<file path="config.mk">
export PLATFORM = sky130hd
export DESIGN_NAME = icpe_top
export DESIGN_NICKNAME = d
export VERILOG_FILES = /design/src/verilog/icpe_pkg.sv /design/src/verilog/icpe_pend_bank.sv /design/src/verilog/icpe_prio_pick.sv /design/src/verilog/icpe_top.sv
export SDC_FILE = /design/constraint.sdc
export NUM_CORES = 1
export LEC_CHECK = 0
export BUFFER_PORTS_ARGS = -buffer_cell sky130_fd_sc_hd__buf_4
export CAP_MARGIN = 0
export CORE_MARGIN = 10
export CORE_UTILIZATION = 54
export DETAILED_ROUTE_END_ITERATION = 10
export GPL_TIMING_DRIVEN = 0
export PLACE_DENSITY = 0.9
export SLEW_MARGIN = 25
export SYNTH_ARGS = -nofsm -noshare
export SYNTH_HDL_FRONTEND = slang
export SYNTH_SLANG_ARGS = --single-unit
</file>
<file path="constraint.sdc">
create_clock -name clk_sys_in -period 12.8 [get_ports clk_sys_in]
set_input_delay 1.28 -clock clk_sys_in [delete_from_list [all_inputs] [get_ports clk_sys_in]]
set_output_delay 1.28 -clock clk_sys_in [all_outputs]
set_load 0.03 [all_outputs]
</file>
<file path="src/verilog/icpe_pkg.sv">
// Summary of operation
// - Group 1 requests set their pending bits
// - Enabled globally: pending requests at a nonzero level are vectored
// - Disabled globally: no vector, software polls
// - Group 1 pending at FC3, bit 6 reserved
// - Bit 7 holds two-wire serial request
// - Bit 5 holds port C pin 0 request
// - Bit 4 shared by port B pins 3..0
// - Bits 3..0 hold port A pin pairs
// - High/low enable pair decodes priority level
// - Enable bit x pairs with pending bit x
// - High enable register at FC1, resets zero
// - Low enable register at FC2, resets zero
// - Group 0 pending at FC0, resets zero
// - Writing one raises; vectoring clears the bit
// - Master enable set and cleared by events
`default_nettype none
package icpe_pkg;
   ////////////////////////////////////////////////////////////////////
   // Register indices; byte address is four times the index
   localparam logic [11:0] IDX_GRP0_PEND   = 12'hfc0;
   localparam logic [11:0] IDX_GRP0_PRIO_H = 12'hfc1;
   localparam logic [11:0] IDX_GRP0_PRIO_L = 12'hfc2;
   localparam logic [11:0] IDX_GRP1_PEND   = 12'hfc3;
   localparam logic [11:0] IDX_CONTROL     = 12'hfcf;
   localparam logic [11:0] IDX_EVT_STATUS  = 12'hfd0;
   localparam logic [11:0] IDX_EVT_MASK    = 12'hfd1;
   ////////////////////////////////////////////////////////////////////
   // Reset values
   localparam logic [7:0] RST_GRP0_PEND   = 8'h00;
   localparam logic [7:0] RST_GRP0_PRIO   = 8'h00;
   localparam logic [7:0] RST_GRP1_PEND   = 8'h00;
   localparam logic       RST_MASTER_EN   = 1'b0;
   localparam logic [2:0] RST_EVT         = 3'h0;
   ////////////////////////////////////////////////////////////////////
   // Group 1 pending fields and write masks
   localparam int GRP1_TWO_WIRE_BIT = 7;
   localparam int GRP1_RESERVED_BIT = 6;
   localparam int GRP1_PORTC0_BIT   = 5;
   localparam int GRP1_PORTB_BIT    = 4;
   localparam int GRP1_PA73_BIT     = 3;
   localparam int GRP1_PA62_BIT     = 2;
   localparam int GRP1_PA51_BIT     = 1;
   localparam int GRP1_PA40_BIT     = 0;
   localparam logic [7:0] GRP1_WR_MASK = 8'hbf;
   localparam logic [7:0] GRP0_WR_MASK = 8'hff;
   ////////////////////////////////////////////////////////////////////
   // Control and event fields
   localparam int CTRL_MASTER_EN_BIT = 7;
   localparam int EVT_GRP0_BIT       = 0;
   localparam int EVT_GRP1_BIT       = 1;
   localparam int EVT_VECTOR_BIT     = 2;
   ////////////////////////////////////////////////////////////////////
   // Priority levels
   localparam logic [1:0] LVL_DISABLED = 2'h0;
   localparam logic [1:0] LVL_GRP1     = 2'h1;
endpackage : icpe_pkg
`default_nettype wire

</file>
<file path="src/verilog/icpe_pend_bank.sv">
`timescale 1ns/100ps
`default_nettype none
module icpe_pend_bank
   import icpe_pkg::*;
#(
   parameter logic [7:0] WR_MASK = 8'hff,
   parameter logic [7:0] RST_VAL = 8'h00
) (
   // Clock and reset
   input  wire logic       clk_sys_in,
   input  wire logic       nrst_in,
   // Set, write and clear
   input  wire logic [7:0] hw_set_in,
   input  wire logic       wr_en_in,
   input  wire logic [7:0] wr_data_in,
   input  wire logic [7:0] clr_in,
   // State
   output logic      [7:0] pend_out
);
   ////////////////////////////////////////////////////////////////////
   // One sticky flag per bit
   genvar i;
   generate
      for (i = 0; i < 8; i++) begin : g_bit
         always_ff @(posedge clk_sys_in) begin
            if (!nrst_in) begin
               pend_out[i] <= RST_VAL[i];
            end else if (hw_set_in[i]) begin
               pend_out[i] <= 1'b1;
            end else if (clr_in[i]) begin
               pend_out[i] <= 1'b0;
            end else if (wr_en_in && WR_MASK[i]) begin
               pend_out[i] <= wr_data_in[i];
            end
         end
      end
   endgenerate
endmodule : icpe_pend_bank
`default_nettype wire

</file>
<file path="src/verilog/icpe_prio_pick.sv">
`timescale 1ns/100ps
`default_nettype none
module icpe_prio_pick
   import icpe_pkg::*;
(
   // Requests with their levels
   input  wire logic [15:0] lvl_valid_in,
   input  wire logic [31:0] lvl_in,
   // Winner
   output logic      [3:0]  best_idx_out,
   output logic      [1:0]  best_lvl_out
);
   ////////////////////////////////////////////////////////////////////
   // Strictly higher level wins, so lowest index wins ties
   always_comb begin
      best_idx_out = 4'h0;
      best_lvl_out = LVL_DISABLED;
      for (int i = 0; i < 16; i++) begin
         if (lvl_valid_in[i] && (lvl_in[2*i +: 2] > best_lvl_out)) begin
            best_idx_out = 4'(i);
            best_lvl_out = lvl_in[2*i +: 2];
         end
      end
   end
endmodule : icpe_prio_pick
`default_nettype wire

</file>
<file path="src/verilog/icpe_top.sv">
`timescale 1ns/100ps
`default_nettype none
module icpe_top
   import icpe_pkg::*;
(
   // Clock and reset
   input  wire logic        clk_sys_in,
   input  wire logic        nrst_in,
   // Wishbone slave
   input  wire logic        wb_cyc_in,
   input  wire logic        wb_stb_in,
   input  wire logic        wb_we_in,
   input  wire logic [13:0] wb_adr_in,
   input  wire logic [3:0]  wb_sel_in,
   input  wire logic [31:0] wb_dat_in,
   output logic      [31:0] wb_dat_out,
   output logic             wb_ack_out,
   // Group 0 sources, bit 7 down to 0
   input  wire logic [7:0]  grp0_src_in,
   // Group 1 sources
   input  wire logic        two_wire_serial_request_in,
   input  wire logic        portc_pin0_request_in,
   input  wire logic        portb_low_nibble_request_in,
   input  wire logic        porta_pair_7_3_request_in,
   input  wire logic        porta_pair_6_2_request_in,
   input  wire logic        porta_pair_5_1_request_in,
   input  wire logic        porta_pair_4_0_request_in,
   // Processor core
   input  wire logic        enable_interrupts_instruction_in,
   input  wire logic        disable_interrupts_instruction_in,
   input  wire logic        return_from_interrupt_instruction_in,
   input  wire logic        core_vector_ack_in,
   input  wire logic        core_exception_ack_in,
   output logic             vec_req_out,
   output logic      [3:0]  vec_src_out,
   output logic      [1:0]  vec_level_out,
   output logic             global_interrupt_master_enable_out,
   // Block interrupt
   output logic             irq_out
);
   ////////////////////////////////////////////////////////////////////
   // Bus decode
   logic [11:0] reg_idx;
   logic        bus_req;
   logic        bus_wr;
   logic        ack_d;
   logic [31:0] rdata_d;

   assign reg_idx = wb_adr_in[13:2];
   assign bus_req = wb_cyc_in && wb_stb_in;
   // Write lands on the edge where ack is seen high
   assign bus_wr  = bus_req && wb_we_in && wb_ack_out && wb_sel_in[0];
   assign ack_d   = bus_req && !wb_ack_out;

   logic wr_grp0_pend;
   logic wr_prio_h;
   logic wr_prio_l;
   logic wr_grp1_pend;
   logic wr_ctrl;
   logic wr_evt_status;
   logic wr_evt_mask;

   assign wr_grp0_pend  = bus_wr && (reg_idx == IDX_GRP0_PEND);
   assign wr_prio_h     = bus_wr && (reg_idx == IDX_GRP0_PRIO_H);
   assign wr_prio_l     = bus_wr && (reg_idx == IDX_GRP0_PRIO_L);
   assign wr_grp1_pend  = bus_wr && (reg_idx == IDX_GRP1_PEND);
   assign wr_ctrl       = bus_wr && (reg_idx == IDX_CONTROL);
   assign wr_evt_status = bus_wr && (reg_idx == IDX_EVT_STATUS);
   assign wr_evt_mask   = bus_wr && (reg_idx == IDX_EVT_MASK);

   ////////////////////////////////////////////////////////////////////
   // Priority enable registers
   logic [7:0] prio_high_q;
   logic [7:0] prio_low_q;

   always_ff @(posedge clk_sys_in) begin
      if (!nrst_in) begin
         prio_high_q <= RST_GRP0_PRIO;
      end else if (wr_prio_h) begin
         prio_high_q <= wb_dat_in[7:0];
      end
   end

   always_ff @(posedge clk_sys_in) begin
      if (!nrst_in) begin
         prio_low_q <= RST_GRP0_PRIO;
      end else if (wr_prio_l) begin
         prio_low_q <= wb_dat_in[7:0];
      end
   end

   ////////////////////////////////////////////////////////////////////
   // Vector acknowledge clears
   logic       vec_taken;
   logic [7:0] clr_bit;
   logic [7:0] grp0_clr;
   logic [7:0] grp1_clr;

   assign vec_taken = core_vector_ack_in && vec_req_out;
   assign clr_bit   = 8'h01 << vec_src_out[2:0];
   assign grp0_clr  = (vec_taken && !vec_src_out[3]) ? clr_bit : 8'h00;
   assign grp1_clr  = (vec_taken && vec_src_out[3]) ? clr_bit : 8'h00;

   ////////////////////////////////////////////////////////////////////
   // Pending registers
   logic [7:0] grp1_set;
   logic [7:0] grp0_pend;
   logic [7:0] grp1_pend;

   always_comb begin
      grp1_set                    = 8'h00;
      grp1_set[GRP1_TWO_WIRE_BIT] = two_wire_serial_request_in;
      grp1_set[GRP1_RESERVED_BIT] = 1'b0;
      grp1_set[GRP1_PORTC0_BIT]   = portc_pin0_request_in;
      grp1_set[GRP1_PORTB_BIT]    = portb_low_nibble_request_in;
      grp1_set[GRP1_PA73_BIT]     = porta_pair_7_3_request_in;
      grp1_set[GRP1_PA62_BIT]     = porta_pair_6_2_request_in;
      grp1_set[GRP1_PA51_BIT]     = porta_pair_5_1_request_in;
      grp1_set[GRP1_PA40_BIT]     = porta_pair_4_0_request_in;
   end

   icpe_pend_bank #(
      .WR_MASK (GRP0_WR_MASK),
      .RST_VAL (RST_GRP0_PEND)
   ) u_grp0_pend (
      .clk_sys_in (clk_sys_in),
      .nrst_in    (nrst_in),
      .hw_set_in  (grp0_src_in),
      .wr_en_in   (wr_grp0_pend),
      .wr_data_in (wb_dat_in[7:0]),
      .clr_in     (grp0_clr),
      .pend_out   (grp0_pend)
   );

   icpe_pend_bank #(
      .WR_MASK (GRP1_WR_MASK),
      .RST_VAL (RST_GRP1_PEND)
   ) u_grp1_pend (
      .clk_sys_in (clk_sys_in),
      .nrst_in    (nrst_in),
      .hw_set_in  (grp1_set),
      .wr_en_in   (wr_grp1_pend),
      .wr_data_in (wb_dat_in[7:0]),
      .clr_in     (grp1_clr),
      .pend_out   (grp1_pend)
   );

   ////////////////////////////////////////////////////////////////////
   // Level decode per source
   logic [15:0] lvl_valid;
   logic [31:0] lvl_all;
   logic [3:0]  best_idx;
   logic [1:0]  best_lvl;

   genvar x;
   generate
      for (x = 0; x < 8; x++) begin : g_lvl
         assign lvl_valid[x]         = grp0_pend[x];
         assign lvl_all[2*x +: 2]    = {prio_high_q[x], prio_low_q[x]};
         assign lvl_valid[x + 8]     = grp1_pend[x];
         assign lvl_all[2*x+16 +: 2] = LVL_GRP1;
      end
   endgenerate

   icpe_prio_pick u_pick (
      .lvl_valid_in (lvl_valid),
      .lvl_in       (lvl_all),
      .best_idx_out (best_idx),
      .best_lvl_out (best_lvl)
   );

   ////////////////////////////////////////////////////////////////////
   // Master enable
   logic master_en_d;

   always_comb begin
      master_en_d = global_interrupt_master_enable_out;
      if (wr_ctrl) begin
         master_en_d = wb_dat_in[CTRL_MASTER_EN_BIT];
      end
      if (enable_interrupts_instruction_in
          || return_from_interrupt_instruction_in) begin
         master_en_d = 1'b1;
      end
      if (disable_interrupts_instruction_in || vec_taken
          || core_exception_ack_in) begin
         master_en_d = 1'b0;
      end
   end

   always_ff @(posedge clk_sys_in) begin
      if (!nrst_in) begin
         global_interrupt_master_enable_out <= RST_MASTER_EN;
      end else begin
         global_interrupt_master_enable_out <= master_en_d;
      end
   end

   ////////////////////////////////////////////////////////////////////
   // Vector request to the core
   logic vec_req_d;

   assign vec_req_d = global_interrupt_master_enable_out
                      && (best_lvl != LVL_DISABLED)
                      && !vec_taken;

   always_ff @(posedge clk_sys_in) begin
      if (!nrst_in) begin
         vec_req_out <= 1'b0;
      end else begin
         vec_req_out <= vec_req_d;
      end
   end

   always_ff @(posedge clk_sys_in) begin
      if (!nrst_in) begin
         vec_src_out   <= 4'h0;
         vec_level_out <= LVL_DISABLED;
      end else if (vec_req_d) begin
         vec_src_out   <= best_idx;
         vec_level_out <= best_lvl;
      end
   end

   ////////////////////////////////////////////////////////////////////
   // Block events, sticky, write one to clear
   logic [2:0] evt_status_q;
   logic [2:0] evt_mask_q;
   logic [2:0] evt_set;

   assign evt_set[EVT_GRP0_BIT]   = |grp0_src_in;
   assign evt_set[EVT_GRP1_BIT]   = |grp1_set;
   assign evt_set[EVT_VECTOR_BIT] = vec_taken;

   genvar e;
   generate
      for (e = 0; e < 3; e++) begin : g_evt
         always_ff @(posedge clk_sys_in) begin
            if (!nrst_in) begin
               evt_status_q[e] <= RST_EVT[e];
            end else if (evt_set[e]) begin
               evt_status_q[e] <= 1'b1;
            end else if (wr_evt_status && wb_dat_in[e]) begin
               evt_status_q[e] <= 1'b0;
            end
         end
      end
   endgenerate

   always_ff @(posedge clk_sys_in) begin
      if (!nrst_in) begin
         evt_mask_q <= RST_EVT;
      end else if (wr_evt_mask) begin
         evt_mask_q <= wb_dat_in[2:0];
      end
   end

   always_ff @(posedge clk_sys_in) begin
      if (!nrst_in) begin
         irq_out <= 1'b0;
      end else begin
         irq_out <= |(evt_status_q & evt_mask_q);
      end
   end

   ////////////////////////////////////////////////////////////////////
   // Read back
   always_comb begin
      rdata_d = 32'h0000_0000;
      unique case (reg_idx)
         IDX_GRP0_PEND: begin
            rdata_d[7:0] = grp0_pend;
         end
         IDX_GRP0_PRIO_H: begin
            rdata_d[7:0] = prio_high_q;
         end
         IDX_GRP0_PRIO_L: begin
            rdata_d[7:0] = prio_low_q;
         end
         IDX_GRP1_PEND: begin
            rdata_d[7:0] = grp1_pend;
         end
         IDX_CONTROL: begin
            rdata_d[CTRL_MASTER_EN_BIT] = global_interrupt_master_enable_out;
         end
         IDX_EVT_STATUS: begin
            rdata_d[2:0] = evt_status_q;
         end
         IDX_EVT_MASK: begin
            rdata_d[2:0] = evt_mask_q;
         end
         default: begin
            rdata_d = 32'h0000_0000;
         end
      endcase
   end

   ////////////////////////////////////////////////////////////////////
   // Bus answer
   always_ff @(posedge clk_sys_in) begin
      if (!nrst_in) begin
         wb_ack_out <= 1'b0;
      end else begin
         wb_ack_out <= ack_d;
      end
   end

   always_ff @(posedge clk_sys_in) begin
      if (!nrst_in) begin
         wb_dat_out <= 32'h0000_0000;
      end else if (ack_d) begin
         wb_dat_out <= rdata_d;
      end
   end
endmodule : icpe_top
`default_nettype wire
</file>
Word-level counts from Yosys, hierarchy flattened

Index checks and enable logic that the tools add are counted.

Bits in registers: 55
Bits of input ports: 75

Multiplexer cells: 87
Bitwise logic cells: 2
Shift-type cells: 1
Reduce and logical (&&, ||, !) cells: 65
Equal/unequal tests: 7
Order comparisons: 15

Operator list:

| operator               | count |
|---|---|
| $eq A12 B12 Y1 const B | 7 |
| $mux W1                | 54 |
| $reduce_bool A3 Y1     | 15 |
| $logic_and A1 B1 Y1    | 35 |
| $mux W2                | 17 |
| $mux W4                | 7 |
| $pmux W3 S6            | 1 |
| $mux W8                | 2 |
| $pmux W4 S4            | 1 |
| $gt A1 B2 Y1 const A   | 7 |
| $gt A2 B2 Y1           | 7 |
| $mux W3                | 4 |
| $reduce_bool A2 Y1     | 5 |
| $reduce_or A8 Y1       | 1 |
| $shl A1 B3 Y8 const A  | 1 |
| $reduce_or A7 Y1       | 1 |
| $pmux W1 S5            | 1 |
| $and A3 B3 Y3          | 1 |
| $logic_not A1 Y1       | 3 |
| $logic_or A1 B1 Y1     | 3 |
| $reduce_or A3 Y1       | 1 |
| $gt A2 B1 Y1 const B   | 1 |
| $reduce_or A2 Y1       | 1 |
| $not A1 Y1             | 1 |

Logic depth before layout (Yosys ltp)

Gate-level depths: netlist (run 1).

Depth in word-level cells: 48
Mapped depth: 44
Gate-level depth less buffers: 44

Modules after synthesis

Synthesis (run 1) repeated with hierarchy kept, for this count alone.

Cells, all modules: 561
Area, all modules: 4,395.5 um^2

By module, submodules not included:

| module                       | cells an instance | seq. area each (um^2) | instances | area each (um^2) |
|---|---|---|---|---|
| icpe_top                     | 277               | 800.8                 | 1         | 2,288.4 |
| icpe_prio_pick               | 202               | 0.0                   | 1         | 1,356.3 |
| icpe_pend_bank (u_grp0_pend) | 42                | 160.2                 | 1         | 382.9 |
| icpe_pend_bank (u_grp1_pend) | 40                | 160.2                 | 1         | 367.9 |

Least setup slack after synthesis (run 1)

Ideal clock, no wire load.

Path kind: reg2reg
From: register u_grp0_pend.pend_out[0]
To: register vec_src_out[1]
Stages on the path, launching flop included: 43
Setup time: 103 ps
Arrival time: 7,436 ps
Data required time: 12,697 ps
Slack: 5,261 ps
Clock period less this slack: 7,539 ps
Path through: dfxtp_1 -> nand2_1 -> ha_1 -> nor2b_4 -> o21a_1 -> nand2_1 -> nand2_1 -> ha_1 -> nor2_1 -> o21a_1 -> o211ai_1 -> and4_1 -> a21oi_1 -> ha_1 -> o32ai_1 -> a211o_1 -> nand2_1 -> ha_1 -> (+7 left out) -> o21ai_0 -> inv_1 -> mux2_2 -> ha_1 -> nor2_1 -> o2111ai_1 -> a21boi_1 -> a21o_2 -> a21oi_2 -> a21oi_1 -> ha_1 -> nor2b_1 -> o211ai_1 -> mux2i_1 -> a211oi_1 -> nor3_1 -> nor3_1 -> a2111oi_2

Cells in the longest elaborated chain, start to end: 47

RTL lines:

| element                           | RTL line             | source |
|---|---|---|
| from (decl)                       | icpe_pend_bank.sv:18 | `output logic [7:0] pend_out` |
| from (signal, indexed assignment) | icpe_pend_bank.sv:27 | `pend_out[i] <= RST_VAL[i];` |
| from (signal, indexed assignment) | icpe_pend_bank.sv:33 | `pend_out[i] <= wr_data_in[i];` |
| $logic_and A1 B1 Y1 (*)           | icpe_prio_pick.sv:19 | `if (lvl_valid_in[i] && (lvl_in[2*i +: 2] > best_lvl_out)) begin` |
| $mux W2 (*)                       | icpe_prio_pick.sv:19 |  |
| $gt A2 B2 Y1                      | icpe_prio_pick.sv:19 |  |
| $logic_and A1 B1 Y1               | icpe_prio_pick.sv:19 |  |
| $mux W2 (*)                       | icpe_prio_pick.sv:19 |  |
| $gt A2 B2 Y1                      | icpe_prio_pick.sv:19 |  |
| $logic_and A1 B1 Y1               | icpe_prio_pick.sv:19 |  |
| $mux W2                           | icpe_prio_pick.sv:19 |  |
| (+31 left out)                    | -                    |  |
| $logic_and A1 B1 Y1               | icpe_prio_pick.sv:19 |  |
| $mux W2                           | icpe_prio_pick.sv:19 |  |
| $gt A1 B2 Y1                      | -                    |  |
| $logic_and A1 B1 Y1               | icpe_prio_pick.sv:19 |  |
| $mux W2                           | icpe_prio_pick.sv:19 |  |
| $reduce_bool A2 Y1                | icpe_top.sv:204      | `&& (best_lvl != LVL_DISABLED)` |
| $logic_and A1 B1 Y1               | icpe_top.sv:204      |  |
| $logic_and A1 B1 Y1               | icpe_top.sv:205      | `&& !vec_taken;` |
| to (signal assigned)              | icpe_top.sv:220      | `vec_src_out <= best_idx;` |
| to (decl)                         | icpe_top.sv:35       | `output logic [3:0] vec_src_out,` |

Mark *: on every way between the ends. The rest lies on a longest branch, timed or not.
A chain may end at the register's enable or synchronous reset.

Worst setup path after layout (run 1)

Same ends and word-level chain as after synthesis.

==> impl_metrics.yaml, run 1 <==
status:
  status: "complete, no violations"
setup_path:
  critPathLaunchType: "flop"
  cpMostUsedCell: "ha_1"
  r2r_start: "u_grp0_pend.pend_out[0]"
  crit_slowest_cell: "mux2i_1"
  cp-startpoint: "u_grp0_pend.pend_out[0]"
  worstPathArrival_ps: 9040
  path_class: "flop to flop"
  critPathCaptureType: "flop"
  crit_required_ps: 13020
  slowest_delay_ps: 530
  r2r_setup_slack_ps: 3980
  cp-endpoint: "vec_src_out[1]"
  rr_endpoint: "vec_src_out[1]"
  ff2ff_path_depth: 42
  crit_fanout: 5
timing:
  max_clock_freq_mhz: 113.3
  hold_violations: 0
  skew_ps: 5.357
  max_slew_margin: 0.5098
  rsz0062_at_grt: "no"
  finalMaxSlewViolations: 0
  setup_violations: 0
  tns_ps: 0
  worst_slack_ps: 3975
  period_share: 0.6894
  period_minus_slack_ps: 8825
  tightest_slew_ps: 729.6
floorplan:
  ios: 117
  chipWidth_um: 99.04
  dieArea_sq_mm: 0.009808
  fp.coreArea_sq_mm: 0.005991
  die_y_um: 99.04
  fp-row-count: 28
  start_util: 0.5631
logic_synthesis:
  async_flop_share: 0
  synth-warning-count: 0
  syn-instance-count: 424
  syn_area_sq_mm: 0.003373
  synth-main-ff-cell: "dfxtp_1"
  ys_seq_area_frac: 0.3264
  synth_edf_count: 0
  avgSynthCellArea_sq_um: 7.956
  synth-seq-cells: 55
  synth_cell_types: 56
placement:
  gp_congestion: 1.011
  io_buffers: 61
  pre_cts_slack_ps: 4116
  post-dp-hpwl_mm: 8.417
drt:
  drc: 0
  ant_nets: 0
  first_iter_violations: 344
  viasPerCell: 5.839
  vias: 3445
  routedWlPerCell_um: 18.05
  routed_wl_mm: 10.65
  first_pass_iters: 5
finish:
  area_growth_syn_to_layout_pct: 22.07
  nFillCells: 523
  diodes: 0
  layout-drive-gt1-share: 0.2272
  finalNetCount: 599
global_route:
  grt_start_max_net_pins: 17
  grt_pass1_wl_mm: 16.89
  grt_usage: 0.2072
  grt_overflow_total: 0
  grt_pass1_vias: 3332
  antenna_found_initial: 0
clock_network:
  cts_made_buffers: 5
  cts_htree_levels: 2
  cts_setup_buffers: 0
  root_buffer: "clkbuf_8"
  ctsHoldBuffers: 0
  clock_latency_ps: 310
  cts.repair.resized: 0
  clk_path_buf_depth: 2
  cts_num_sinks: 55
  cts.clk_slew.worst_paths_ps: 100
  cts_tree: "done"
power:
  peakVddDrop_mv: 0.07035
  power_per_cell_area_mw_per_mm2: 88.45
  p_leak_nw: 1.808
run:
  cap_viol_max_count: 0
worst_hold_path:
  hold_path.class: "flop to flop"
  worstHoldStart: "wb_dat_out[4]"
[worst max-delay path, delay by kind of cell, from the launching register on]
| family | cells | cell delay, ps |
|---|---|---|
| and+or+nand+nor | 14 | 1670 |
| DFF | 1 | 400 |
| AOI/OAI and AO/OA | 17 | 3650 |
| adders and majority gates | 8 | 2010 |
| muxes | 2 | 820 |
| buffers and inverters | 1 | 130 |
[routing by layer]
metal | up-vias | track usage | wire [um]
met5 | - | 0 | 0
met4 | 0 | 0.06064 | 209
met3 | 26 | 0.05377 | 1077
met2 | 196 | 0.3422 | 5044
met1 | 1585 | 0.2580 | 4320
li1 | 1638 | - | -
[kinds of logic after synthesis]
kind of cell,count (synthesis),synth area share
AO/OA/AOI/OAI,91,0.1788
other,1,0.001112
flip-flops,55,0.3264
multiplexers,41,0.1343
AND/OR/NAND/NOR,173,0.2363
buffers and inverters,53,0.08642
adder cells (fa/ha/maj),10,0.03672
[power breakdown]
group          total [mW]  internal [mW]  switching [mW]
logic              0.0646         0.0267          0.0379
registers           0.184          0.177         0.00750
clock network       0.115         0.0573          0.0581
[area by class of cell]
cell class	instances	area, sq um	area share
buffer	38	235.2	0.05713
clock buffer	5	68.82	0.01671
clock inverter	2	37.54	0.009116
inverter	15	56.30	0.01367
multi-input combinational	339	2067	0.5020
sequential	55	1101	0.2674
tap	75	93.84	0.02279
timing repair buffer	61	457.9	0.1112
[metrics by stage]
stage          total power [mW]  hold WS, ps  instance area, sq um  cells  utilization
3_3_place_gp             0.2494        441.2                  4011    583       0.6696
2_1_floorplan            0.2252        442.0                  3460    447            -
4_1_cts                  0.3618        469.8                  4118    590       0.6873
3_5_place_dp             0.2507        456.3                  4011    583       0.6696
5_1_grt                  0.3768        491.8                  4118    590       0.6873
6_report                 0.3642        468.9                  4118    590       0.6873
[worst min-delay path by stage]
stage               slack, ps  cells after the start       endpoint
floorplan                 440                      2  wb_dat_out[0]
global route              490                      2  wb_dat_out[3]
finish                    470                      2  wb_dat_out[4]
CTS                       470                      2  wb_dat_out[5]
global placement          440                      2  wb_dat_out[4]
detailed placement        460                      2  wb_dat_out[5]
[registers in the layout, summed over array words and instances, names as in the netlist]
name                                cells
evt_mask_q                              3
evt_status_q                            3
global_interrupt_master_enable_out      1
irq_out                                 1
prio_high_q                             8
prio_low_q                              8
u_grp0_pend.pend_out                    8
u_grp1_pend.pend_out                    7
vec_level_out                           2
vec_req_out                             1
vec_src_out                             4
wb_ack_out                              1
wb_dat_out                              8
[layout by cell type, fill, tap and decap left out, types with 2 or more instances in the layout]
master and count:
nand3_1 19, buf_2 2, nor4_1 7, buf_4 85, buf_1 2, mux2i_1 34
nor2_1 65, and3b_1 2, conb_1 24, o21ai_0 17, clkbuf_8 5, inv_1 15
and2_1 3, a222oi_1 2, mux4_2 3, nand2_1 50, ha_1 9, and4_1 2
o21a_1 2, o211a_1 2, mux2_2 4, clkbuf_1 10, a221oi_1 5, dfxtp_1 55
or2_2 3, a21oi_1 37, nor3_1 8, o211ai_1 4, a31oi_1 7, nand4_1 3
[synth_stat cells (2+ instances only)]
cell	instances	area share
buf_4	24	0.053
buf_1	2	0.0022
mux4_2	3	0.020
or2_2	3	0.0056
nand3_1	19	0.028
inv_1	15	0.017
mux2_2	4	0.013
and3b_1	2	0.0052
nor3_1	8	0.012
buf_2	2	0.0030
o21ai_0	17	0.025
a221oi_1	5	0.013
o211ai_1	4	0.0089
dfxtp_1	55	0.33
mux2i_1	34	0.10
o211a_1	2	0.0059
and2_1	3	0.0056
nand4_1	3	0.0056
o21a_1	2	0.0044
ha_1	9	0.033
a31oi_1	7	0.013
nor4_1	7	0.013
clkbuf_1	10	0.011
nor2_1	65	0.072
a222oi_1	2	0.0059
nand2_1	50	0.056
a21oi_1	37	0.055
and4_1	2	0.0052
(Power assumes the default switching activity.)
==> run 2: changes to the inputs <==
--- a/config.mk
+++ b/config.mk
@@ -8,10 +8,10 @@
 export BUFFER_PORTS_ARGS = -buffer_cell sky130_fd_sc_hd__buf_4
 export CAP_MARGIN = 0
 export CORE_MARGIN = 10
-export CORE_UTILIZATION = 54
+export CORE_UTILIZATION = 51
 export DETAILED_ROUTE_END_ITERATION = 10
 export GPL_TIMING_DRIVEN = 0
-export PLACE_DENSITY = 0.9
+export PLACE_DENSITY = 0.86
 export SLEW_MARGIN = 25
 export SYNTH_ARGS = -nofsm -noshare
 export SYNTH_HDL_FRONTEND = slang
==> constraint.sdc (replaced) <==
create_clock -name clk_sys_in -period 9.1 [get_ports clk_sys_in]
set_input_delay 0.91 -clock clk_sys_in [delete_from_list [all_inputs] [get_ports clk_sys_in]]
set_output_delay 0.91 -clock clk_sys_in [all_outputs]
set_load 0.03 [all_outputs]
==> run 2 against run 1 <==
Compared with the run above:
- cell count up 0.51%
- critical path depth increased by 1
- worst setup slack got worse by 3300 ps
- highest routed layer unchanged
- flip-flop and latch count unchanged
- wire length fell by 2.6%
- core utilization decreased by 4.2 points
- global-route usage shrank 1.7 points
- die area rose by 4.7%
- combinational power rose by 39%
==> impl_metrics.yaml, run 2 (synthesis gave the netlist of run 1 again) <==
timing:
  skew_ps: 8.830
  setup_violations: 0
  rsz0062_at_grt: "no"
  tns_ps: 0
  max_clock_freq_mhz: 119.1
  hold_violations: 0
  period_minus_slack_ps: 8397
  max_slew_margin: 0.5267
  finalMaxSlewViolations: 0
  period_share: 0.9227
  tightest_slew_ps: 704.6
global_route:
  grt_usage: 0.1903
  grt_pass1_wl_mm: 16.10
  grt_start_max_net_pins: 19
  grt_overflow_total: 0
  grt_pass1_vias: 3357
  antenna_found_initial: 0
setup_path:
  r2r_setup_slack_ps: 700
  crit_cells: 43
  cpMostUsedCell: "ha_1"
  crit_family: "compound AO/OA/AOI/OAI gates"
  cp-startpoint: "u_grp0_pend.pend_out[0]"
  path_class: "flop to flop"
  crit_fanout: 6
  crit_required_ps: 9310
  critPathCaptureType: "flop"
  ff2ff_path_depth: 43
  slowest_delay_ps: 430
  worstPathArrival_ps: 8610
  crit_buf_inv: 1
  crit_slowest_cell: "mux2i_2"
  r2r_start: "u_grp0_pend.pend_out[0]"
  critPathLaunchType: "flop"
drt:
  drc: 0
  routedWlPerCell_um: 17.49
  first_iter_violations: 285
  vias: 3441
  routed_wl_mm: 10.37
  first_pass_iters: 5
  ant_nets: 0
  viasPerCell: 5.803
floorplan:
  ios: 117
  fp-row-count: 29
  fp.coreArea_sq_mm: 0.006386
  dieArea_sq_mm: 0.01027
  start_util: 0.5282
  chipWidth_um: 101.3
  die_y_um: 101.3
finish:
  diodes: 0
  layout_common_cells: "buf_4 (85), nor2_1 (65), dfxtp_1 (55), nand2_1 (50), a21oi_1 (37)"
  layout-drive-gt1-share: 0.2345
  finalNetCount: 599
  final_common_cell: "buf_4"
  nFillCells: 561
  area_growth_syn_to_layout_pct: 22.14
worst_hold_path:
  worstHoldStart: "wb_dat_out[6]"
  hold_path.class: "flop to flop"
  hold_depth: 2
clock_network:
  cts_htree_levels: 2
  cts.clk_slew.worst_paths_ps: 110
  clk_path_buf_depth: 2
  cts_num_sinks: 55
  cts_made_buffers: 5
  root_buffer: "clkbuf_8"
  clock_latency_ps: 310
  cts_tree: "done"
placement:
  io_buffers: 61
  gp_congestion: 0.9832
  post-dp-hpwl_mm: 8.365
run:
  cap_viol_max_count: 0
power:
  finalPower_mw: 0.4900
  power_per_cell_area_mw_per_mm2: 118.9
  peakVddDrop_mv: 0.1054
  p_leak_nw: 1.802
status:
  status: "complete, no violations"
run 2: through the flow:
| stage | hold WS, ps | utilization | worst slack, ps | area (sq um) | instances |
|---|---|---|---|---|---|
| after floorplan | 442.0 | - | 1561 | 3460 | 447 |
| after global placement | 441.3 | 0.6285 | 714.5 | 4014 | 585 |
| after detailed placement | 447.8 | 0.6285 | 487.0 | 4014 | 585 |
| after CTS | 462.9 | 0.6428 | 441.4 | 4105 | 593 |
| after global routing | 484.9 | 0.6452 | 25.99 | 4120 | 593 |
| final | 457.5 | 0.6452 | 703.3 | 4120 | 593 |
run 2: final timing paths:
path / endpoint
setup / recovery: vec_src_out[1]
hold / removal: wb_dat_out[6]
setup reg to reg: vec_src_out[1]
hold reg to reg: wb_dat_out[6]
run 2: per-layer routing:
metal | part of all wire | GRT usage | vias to the layer above | wire length [um]
met3 | 0.11 | 0.05378 | 22 | 1106
met4 | 0.023 | 0.06002 | 0 | 242
li1 | - | - | 1641 | -
met1 | 0.40 | 0.2307 | 1585 | 4192
met2 | 0.47 | 0.3174 | 193 | 4831
met5 | 0 | 0 | - | 0
run 2: final cells by class:
| class | instances | area (sq um) | share of cell area |
|---|---|---|---|
| plain buffers | 38 | 235.2 | 0.05709 |
| clock buffers | 5 | 68.82 | 0.01670 |
| clock inverters | 3 | 22.52 | 0.005466 |
| inverters | 15 | 56.30 | 0.01367 |
| multi-input cells | 339 | 2082 | 0.5053 |
| flip-flops and latches | 55 | 1101 | 0.2672 |
| well taps | 77 | 96.34 | 0.02338 |
| repair buffers | 61 | 457.9 | 0.1111 |
run 2: worst reg2reg max path, delay by kind of cell (launching register included):
| family | cells | cell delay, ps |
|---|---|---|
| adders and majority gates | 8 | 2040 |
| muxes | 2 | 720 |
| DFF | 1 | 390 |
| AOI/OAI and AO/OA | 19 | 3640 |
| buffers and inverters | 1 | 130 |
| and+or+nand+nor | 13 | 1380 |
run 2: what timing repair did:
item / CTS / global route
hold buffers: 0 / 0
resized for setup: 0 / 4
buffers inserted: 0 / 0
endpoints found under the setup margin: 0 / 6
run 2: power breakdown:
group / switching [mW] / internal [mW] / leakage (nW)
Sequential: 0.0108 / 0.249 / 0.450
Clock: 0.0853 / 0.0554 / 0.0485
Combinational: 0.0523 / 0.0375 / 1.30
